`src/bhw_cfg.svh`:
```
// constants for the bridge header bus and io window register slice
`ifndef BHW_CFG_SVH
`define BHW_CFG_SVH

// register indices; byte address is four times the index
`define BHW_IDX_PRI_LAT      6'h0d
`define BHW_IDX_HDR_CODE     6'h0e
`define BHW_IDX_SELF_TEST    6'h0f
`define BHW_IDX_BASE_ZERO    6'h10
`define BHW_IDX_BASE_ONE     6'h14
`define BHW_IDX_UPSTREAM     6'h18
`define BHW_IDX_DOWNSTREAM   6'h19
`define BHW_IDX_HIGHEST      6'h1a
`define BHW_IDX_SEC_LAT      6'h1b
`define BHW_IDX_IO_LOW       6'h1c
`define BHW_IDX_IO_HIGH      6'h1d
`define BHW_IDX_LOCK_CTRL    6'h30

// fixed read values
`define BHW_VAL_LAT          8'h00
`define BHW_VAL_HDR_CODE     8'h01
`define BHW_VAL_SELF_TEST    8'h00
`define BHW_VAL_BASE_WIN     32'h0000_0000

// reset values
`define BHW_RST_SEGMENT      8'h00
`define BHW_RST_WIDTH_FLAG   1'h1
`define BHW_RST_IO_LOW       4'hf
`define BHW_RST_IO_HIGH      4'h0
`define BHW_RST_LOCK         1'h0

// field positions inside io_window_low and io_window_high
`define BHW_POS_FLAG         0
`define BHW_POS_ADDR_LSB     4
`define BHW_POS_ADDR_MSB     7

// low twelve address bits of the window ends
`define BHW_IO_LOW_FILL      12'h000
`define BHW_IO_HIGH_FILL     12'hfff

`endif

```
`src/bhw_pkg.sv`:
```
// types shared by the bridge header register slice
`default_nettype none

package bhw_pkg;

	typedef struct packed {
		logic [7:0]  addr;
		logic [31:0] wdata;
		logic        we;
		logic        re;
	} bhw_bus_req_t;

	typedef struct packed {
		logic        valid;
		logic [31:0] addr;
	} bhw_io_req_t;

	typedef struct packed {
		logic valid;
		logic hit;
	} bhw_io_res_t;

	typedef struct packed {
		logic [7:0]  upstream;
		logic [7:0]  downstream;
		logic [7:0]  highest;
		logic        width_flag;
		logic [3:0]  io_low;
		logic [3:0]  io_high;
		logic        lock;
		logic [31:0] rd_data;
	} bhw_regs_st_t;

endpackage : bhw_pkg

`default_nettype wire

```
`src/bhw_rd_mux.sv`:
```
// read data selection for the bridge header register slice
`default_nettype none
`include "bhw_cfg.svh"

module bhw_rd_mux (
	input  wire logic [5:0]  idx,
	input  wire logic [7:0]  upstream,
	input  wire logic [7:0]  downstream,
	input  wire logic [7:0]  highest,
	input  wire logic        width_flag,
	input  wire logic [3:0]  io_low,
	input  wire logic [3:0]  io_high,
	input  wire logic        lock,
	output var  logic [31:0] word
);

	always_comb begin
		word = 32'h0000_0000;
		case (idx)
			`BHW_IDX_PRI_LAT:    word = {24'h00_0000, `BHW_VAL_LAT};
			`BHW_IDX_SEC_LAT:    word = {24'h00_0000, `BHW_VAL_LAT};
			`BHW_IDX_HDR_CODE:   word = {24'h00_0000, `BHW_VAL_HDR_CODE};
			`BHW_IDX_SELF_TEST:  word = {24'h00_0000, `BHW_VAL_SELF_TEST};
			`BHW_IDX_BASE_ZERO:  word = `BHW_VAL_BASE_WIN;
			`BHW_IDX_BASE_ONE:   word = `BHW_VAL_BASE_WIN;
			`BHW_IDX_UPSTREAM:   word = {24'h00_0000, upstream};
			`BHW_IDX_DOWNSTREAM: word = {24'h00_0000, downstream};
			`BHW_IDX_HIGHEST:    word = {24'h00_0000, highest};
			// reserved 3:1 always zero
			`BHW_IDX_IO_LOW:     word = {24'h00_0000, io_low, 3'h0, width_flag};
			`BHW_IDX_IO_HIGH:    word = {24'h00_0000, io_high, 3'h0, width_flag};
			`BHW_IDX_LOCK_CTRL:  word = {31'h0000_0000, lock};
			default:             word = 32'h0000_0000;
		endcase
	end

endmodule : bhw_rd_mux

`default_nettype wire

```
`src/bhw_io_match.sv`:
```
// io forwarding window compare, one registered answer per request
`default_nettype none
`include "bhw_cfg.svh"

module bhw_io_match (
	input  wire logic                 clk,
	input  wire logic                 arst_n,
	input  wire logic [3:0]           io_low,
	input  wire logic [3:0]           io_high,
	input  wire bhw_pkg::bhw_io_req_t io_req,
	output var  bhw_pkg::bhw_io_res_t io_res
);

	bhw_pkg::bhw_io_res_t state_reg;
	bhw_pkg::bhw_io_res_t state_next;
	logic [15:0]          low_addr;
	logic [15:0]          high_addr;

	// upper-half window registers are outside this slice, so bits 31:16 must be zero
	assign low_addr  = {io_low, `BHW_IO_LOW_FILL};
	assign high_addr = {io_high, `BHW_IO_HIGH_FILL};

	always_comb begin
		state_next       = state_reg;
		state_next.valid = io_req.valid;
		state_next.hit   = io_req.valid && (io_req.addr[31:16] == 16'h0000)
			&& (io_req.addr[15:0] >= low_addr)
			&& (io_req.addr[15:0] <= high_addr);
	end

	always_ff @(posedge clk or negedge arst_n) begin
		if (!arst_n) begin
			state_reg <= '0;
		end else begin
			state_reg <= state_next;
		end
	end

	assign io_res = state_reg;

endmodule : bhw_io_match

`default_nettype wire

```
`src/bhw_regs.sv`:
```
// bridge header slice: latency, header code, self test, base windows, bus numbers, io window
// How it works
// - both latency timer registers are read-only and read zero.
// - header layout code reads fixed 0x01 for single-function type 1.
// - self test register is read-only zero, no self test present.
// - both base window registers are read-only 32-bit zero.
// - upstream segment number is writable, resets zero, affects nothing.
// - downstream segment number is writable, resets zero.
// - highest segment number is writable, resets zero.
// - io window low bit 0 is lockable width flag, resets one.
// - io window high bit 0 mirrors the width flag, read-only.
// - io window low bits 7:4 writable, reset 0xf, give address 15:12.
// - io window high bits 7:4 writable, reset zero, low bits all ones.
// - io window values decide forwarding of io transactions.
`default_nettype none
`include "bhw_cfg.svh"

module bhw_regs (
	input  wire logic                  clk,
	input  wire logic                  arst_n,
	input  wire bhw_pkg::bhw_bus_req_t bus_req,
	output var  logic [31:0]           rd_data,
	input  wire bhw_pkg::bhw_io_req_t  io_req,
	output var  bhw_pkg::bhw_io_res_t  io_res,
	output var  logic                  wide_io_addressing
);

	bhw_pkg::bhw_regs_st_t state_reg;
	bhw_pkg::bhw_regs_st_t state_next;
	logic [5:0]            idx;
	logic [31:0]           mux_word;
	logic                  wr_upstream;
	logic                  wr_downstream;
	logic                  wr_highest;
	logic                  wr_io_low;
	logic                  wr_io_high;
	logic                  wr_lock;

	// address bits 1:0 are ignored, every register takes a whole word
	assign idx = bus_req.addr[7:2];

	assign wr_upstream   = bus_req.we && (idx == `BHW_IDX_UPSTREAM);
	assign wr_downstream = bus_req.we && (idx == `BHW_IDX_DOWNSTREAM);
	assign wr_highest    = bus_req.we && (idx == `BHW_IDX_HIGHEST);
	assign wr_io_low     = bus_req.we && (idx == `BHW_IDX_IO_LOW);
	assign wr_io_high    = bus_req.we && (idx == `BHW_IDX_IO_HIGH);
	assign wr_lock       = bus_req.we && (idx == `BHW_IDX_LOCK_CTRL);

	bhw_rd_mux u_rd_mux (
		.idx        (idx),
		.upstream   (state_reg.upstream),
		.downstream (state_reg.downstream),
		.highest    (state_reg.highest),
		.width_flag (state_reg.width_flag),
		.io_low     (state_reg.io_low),
		.io_high    (state_reg.io_high),
		.lock       (state_reg.lock),
		.word       (mux_word)
	);

	always_comb begin
		state_next = state_reg;
		// fixed registers have no storage, so a write there has nowhere to land
		if (wr_upstream) begin
			state_next.upstream = bus_req.wdata[7:0];
		end
		if (wr_downstream) begin
			state_next.downstream = bus_req.wdata[7:0];
		end
		if (wr_highest) begin
			state_next.highest = bus_req.wdata[7:0];
		end
		if (wr_io_low) begin
			state_next.io_low = bus_req.wdata[`BHW_POS_ADDR_MSB:`BHW_POS_ADDR_LSB];
			// flag frozen once the lock is set; reserved bits dropped
			if (!state_reg.lock) begin
				state_next.width_flag = bus_req.wdata[`BHW_POS_FLAG];
			end
		end
		if (wr_io_high) begin
			// bit 0 here is a mirror, the written value is discarded
			state_next.io_high = bus_req.wdata[`BHW_POS_ADDR_MSB:`BHW_POS_ADDR_LSB];
		end
		if (wr_lock) begin
			state_next.lock = bus_req.wdata[0];
		end
		// read data stands only in the cycle after the strobe
		state_next.rd_data = bus_req.re ? mux_word : 32'h0000_0000;
	end

	always_ff @(posedge clk or negedge arst_n) begin
		if (!arst_n) begin
			state_reg.upstream   <= `BHW_RST_SEGMENT;
			state_reg.downstream <= `BHW_RST_SEGMENT;
			state_reg.highest    <= `BHW_RST_SEGMENT;
			state_reg.width_flag <= `BHW_RST_WIDTH_FLAG;
			state_reg.io_low     <= `BHW_RST_IO_LOW;
			state_reg.io_high    <= `BHW_RST_IO_HIGH;
			state_reg.lock       <= `BHW_RST_LOCK;
			state_reg.rd_data    <= 32'h0000_0000;
		end else begin
			state_reg <= state_next;
		end
	end

	assign rd_data            = state_reg.rd_data;
	assign wide_io_addressing = state_reg.width_flag;

	// window compare runs a cycle behind the request so the answer is a flop
	bhw_io_match u_io_match (
		.clk     (clk),
		.arst_n  (arst_n),
		.io_low  (state_reg.io_low),
		.io_high (state_reg.io_high),
		.io_req  (io_req),
		.io_res  (io_res)
	);

	logic [15:0] chk_low_addr;
	logic [15:0] chk_high_addr;
	assign chk_low_addr  = {state_reg.io_low, 12'h000};
	assign chk_high_addr = {state_reg.io_high, 12'hfff};

	logic [33:0] chk_fields;
	assign chk_fields = {state_reg.upstream, state_reg.downstream, state_reg.highest,
		state_reg.width_flag, state_reg.io_low, state_reg.io_high, state_reg.lock};
endmodule : bhw_regs

`default_nettype wire

```
`config.mk`:
```
export PLATFORM = sky130hd
export DESIGN_NAME = bhw_regs
export DESIGN_NICKNAME = d
export VERILOG_FILES = /design/src/bhw_pkg.sv /design/src/bhw_rd_mux.sv /design/src/bhw_io_match.sv /design/src/bhw_regs.sv
export VERILOG_INCLUDE_DIRS = /design/src
export SDC_FILE = /design/constraint.sdc
export NUM_CORES = 1
export LEC_CHECK = 0
export BUFFER_PORTS_ARGS = -buffer_cell sky130_fd_sc_hd__buf_2
export CAP_MARGIN = 5
export CORE_UTILIZATION = 46
export DETAILED_ROUTE_END_ITERATION = 8
export PLACE_DENSITY = 0.77
export SYNTH_ARGS = -nofsm -noshare
export SYNTH_HDL_FRONTEND = slang
export SYNTH_HIERARCHICAL = 1
export SYNTH_SLANG_ARGS = --single-unit
```
`constraint.sdc`:
```
create_clock -name clk -period 1.59 [get_ports clk]
set_input_delay 0.318 -clock clk [delete_from_list [all_inputs] [get_ports clk]]
set_output_delay 0.318 -clock clk [all_outputs]
set_load 0.01 [all_outputs]
```
==> metrics.log <==
[metrics] status: finished with violations
[metrics] violated checks: negative setup slack
[metrics] Post-synth EDFFs: 0
[metrics] CP Launch Type: register
[metrics] data required time at the worst endpoint: 1.82 ns
[metrics] Layout Skew: 0.007284 ns
[metrics] CP Capture Type: register
[metrics] clock tree root buffer cell: sky130_fd_sc_hd__clkbuf_8
[metrics] path class of the lowest-slack min-delay path: input pin to register
[metrics] Wirelength per Cell: 13.73 µm
[metrics] Power Total: 4042 µW
[metrics] cell depth of the worst hold path: 1
[metrics] worst endpoint data arrival time: 1.86 ns
[metrics] unrepaired setup endpoints after global routing: yes
[metrics] Pre-Repair DR Iteration Count: 4
[metrics] number of instances in the synthesized netlist: 271
[metrics] largest fanout on the critical path: 2
[metrics] netlist area before placement: 3317 µm²
[metrics] via total after detailed routing: 2272
[metrics] proportion of layout cells with a drive suffix above 1: 47.38%
[metrics] Synth area leaders: sky130_fd_sc_hd__dfrtp_1, sky130_fd_sc_hd__mux2_2, sky130_fd_sc_hd__and2_1, sky130_fd_sc_hd__buf_4, sky130_fd_sc_hd__dfstp_2
[metrics] number of buffers on the longest clock path: 2
[metrics] pin count of the biggest net entering global routing: 69
[metrics] multi-input logic area: 1505 µm²
[metrics] cell with the most instances after synthesis: sky130_fd_sc_hd__dfrtp_1
[metrics] number of cells on the worst reg-to-reg path: 6
[metrics] main flop type after synthesis: sky130_fd_sc_hd__dfrtp_1
[metrics] FMAX: 0.6148 GHz
[metrics] final cell area excluding filler cells: 4170 µm²
[metrics] area of the die: 7554 µm²
[metrics] Boundary Pins: 112
[metrics] top cells by count, synth: sky130_fd_sc_hd__dfrtp_1, sky130_fd_sc_hd__and2_1, sky130_fd_sc_hd__mux2_2, sky130_fd_sc_hd__buf_4, sky130_fd_sc_hd__nor2_1
[metrics] total of max-cap violations: 0
[metrics] mean instance size in the synthesized netlist: 12.24 µm²
[metrics] floorplan die height: 86.92 µm
[metrics] gp weighted congestion: 0.8616
[metrics] max_slew headroom: 58.93%
[metrics] flops & latches, synth: 68
[metrics] net total in the final layout: 462
[metrics] Synth Area in Adders: 3.018%
[metrics] share of synthesized area spent on multiplexers: 15.31%
[metrics] number of slew-limit violations in the final report: 0
[metrics] final WL: 6564 µm
[metrics] clock slew at reported path FFs: 0.07 ns
[metrics] Buffers on Ports: 85
[metrics] antenna diode instance count: 0
[metrics] Global Route Usage Sum: 18.42%
[metrics] share of the synthesized area in compound gates (AO/OA/AOI/OAI): 4.300%
[metrics] post-route clock period utilization: 102.3%
[metrics] proportion of register bits with asynchronous set or reset after synthesis: 100.0%
[metrics] number of distinct library cell variants in the gate-level netlist after synthesis: 43
[metrics] DRC errors left: 0
[metrics] Layout Area Growth over Synthesis: 25.73%
[metrics] combinational family with the most area after synthesis: simple AND/OR/NAND/NOR gates
[metrics] DP Area: 3871 µm²
[metrics] Worst-Margin Slew: 0.6147 ns
[metrics] number of sinks on the clock net: 68
[metrics] cell leakage power: 0.002136 µW
[metrics] Starting Density: 48.29%
[metrics] number of antenna violations at the first check in global routing: 0
[metrics] post-detail-place hpwl: 4592 µm
[metrics] post-synthesis share of cell area spent on xor and xnor gates: 0%
[metrics] violation count after the first detailed-route iteration: 95
[metrics] min Tclk post-route: 1.627 ns
[metrics] path type of the worst setup path: register to register
[metrics] total overflow reported by the global router: 0
[metrics] H-tree levels: 3
[metrics] total power divided by cell area: 969.3 nW/µm²
[metrics] final setup violation count: 1
[metrics] clock buffer count from CTS: 9
[metrics] count of final hold-check violations: 0
[metrics] first-pass GRT wire length: 10400 µm
[metrics] top-area cell type share of the netlist area: 47.53%
[metrics] final core occ: 60.71%
[metrics] flip-flop and latch area: 1708 µm²
[metrics] Synth warnings: 6
[metrics] IR drop worst, VDD: 0.6979 mV
[metrics] number of core rows: 30
[metrics] sequential-to-total area share from yosys stat: 51.49%
[metrics] Setup WS post-layout: -0.03653 ns
[metrics] final hold slack: 0.09813 ns
[metrics] cell type with the highest aggregate area in the netlist: sky130_fd_sc_hd__dfrtp_1
[metrics] vias in the first global route: 2276
[metrics] vias per std cell: 4.753
[metrics] Die Width: 86.92 µm
[metrics] # fillers: 583
[metrics] Simple-Gate Fraction of Synth Area: 17.20%
[metrics] post-CTS repair timing setup buffer count: 0
[metrics] number of nets with antenna violations after detailed routing: 0
[metrics] CTS tree: done
[metrics] area of the placeable core: 6869 µm²
[metrics] source-to-sink clock delay at the later pin of the worst-skew pair: 0.33 ns
==> timing repair <==
item                                    CTS  global route
pin swaps                                 3             2
endpoints found under the setup margin    1             1
hold endpoints to repair                 12             0
hold buffers                              1             0
resized for setup                        11             3
gates cloned                              0             0
==> critical path: stages, from the launching register on <==
cell	delay, ns
sky130_fd_sc_hd__dfstp_2	0.54
sky130_fd_sc_hd__inv_2	0.04
sky130_fd_sc_hd__ha_4	0.26
sky130_fd_sc_hd__nor2b_2	0.13
sky130_fd_sc_hd__o21a_1	0.13
sky130_fd_sc_hd__o21ai_1	0.07
sky130_fd_sc_hd__a2111oi_2	0.34
==> through the flow <==
step / setup slack [ns] / TNS, ns / instances
global route: -0.1352 / -0.1352 / 478
CTS: -0.08329 / -0.08329 / 478
finish: -0.03653 / -0.03653 / 478
detailed placement: -0.1807 / -0.2514 / 461
floorplan: 0.01627 / 0 / 294
global placement: -0.09187 / -0.1422 / 461
==> layout by cell type, fill, tap and decap left out, types with 2 or more instances in the layout <==
cell type,n
sky130_fd_sc_hd__inv_1,7
sky130_fd_sc_hd__inv_2,3
sky130_fd_sc_hd__nand4b_4,2
sky130_fd_sc_hd__nand3_1,2
sky130_fd_sc_hd__dfrtp_1,63
sky130_fd_sc_hd__ha_1,5
sky130_fd_sc_hd__clkbuf_8,10
sky130_fd_sc_hd__mux2_2,29
sky130_fd_sc_hd__and2_1,33
sky130_fd_sc_hd__nand2_1,4
sky130_fd_sc_hd__or3_4,2
sky130_fd_sc_hd__nor2b_1,2
sky130_fd_sc_hd__dfstp_2,5
sky130_fd_sc_hd__clkinvlp_4,2
sky130_fd_sc_hd__mux2_4,4
sky130_fd_sc_hd__ha_4,3
sky130_fd_sc_hd__a21oi_1,10
sky130_fd_sc_hd__nand4b_1,2
sky130_fd_sc_hd__buf_4,19
sky130_fd_sc_hd__nand4_1,5
sky130_fd_sc_hd__mux2i_1,11
sky130_fd_sc_hd__nor4_1,4
sky130_fd_sc_hd__nor4b_1,2
sky130_fd_sc_hd__clkinv_2,2
sky130_fd_sc_hd__buf_2,85
sky130_fd_sc_hd__nor2_1,13
sky130_fd_sc_hd__o22ai_1,4
sky130_fd_sc_hd__conb_1,24
sky130_fd_sc_hd__nor4b_4,2
==> cell type report <==
class / instances / share of cell area, %
multi-input cells: 182 / 36.09
repair buffers: 106 / 14.34
well taps: 96 / 2.880
clock inverters: 6 / 1.530
flip-flops and latches: 68 / 40.95
inverters: 10 / 0.9001
clock buffers: 10 / 3.300
==> cell families after synthesis <==
kind of cell,count (synthesis)
AO/OA/AOI/OAI,22
flip-flops,68
other,1
adder cells (fa/ha/maj),8
buffers and inverters,44
AND/OR/NAND/NOR,83
multiplexers,45
==> registers in the layout (all words and copies together) (netlist names) <==
name,cells
rd_data,32
chk_fields,33
u_io_match/io_res,2
wide_io_addressing,1
==> report_power, final <==
group          switching (µW)  internal [µW]
Clock                     662            763
Sequential               67.5           1890
Combinational             311            349
==> routing by layer <==
layer / vias up / part of all wire (%) / track usage (%)
li1: 1111 / - / -
met5: - / 0 / 0
met3: 8 / 5.3 / 3.981
met1: 1080 / 43 / 21.69
met2: 73 / 50 / 31.78
met4: 0 / 1.5 / 9.242
==> path summary, 6_finish.rpt <==
kind	from	end	slack (ns)
worst max register to register	chk_fields[6]	u_io_match/io_res[0]	-0.04
min in group asynchronous	arst_n	rd_data[17]	0.51
worst min-delay path	io_req[32]	u_io_match/io_res[1]	0.1
worst max-delay path	chk_fields[6]	u_io_match/io_res[0]	-0.04
worst min register to register	chk_fields[31]	chk_fields[31]	0.51
max in group asynchronous	arst_n	chk_fields[8]	0.73
(Power assumes the default switching activity.)
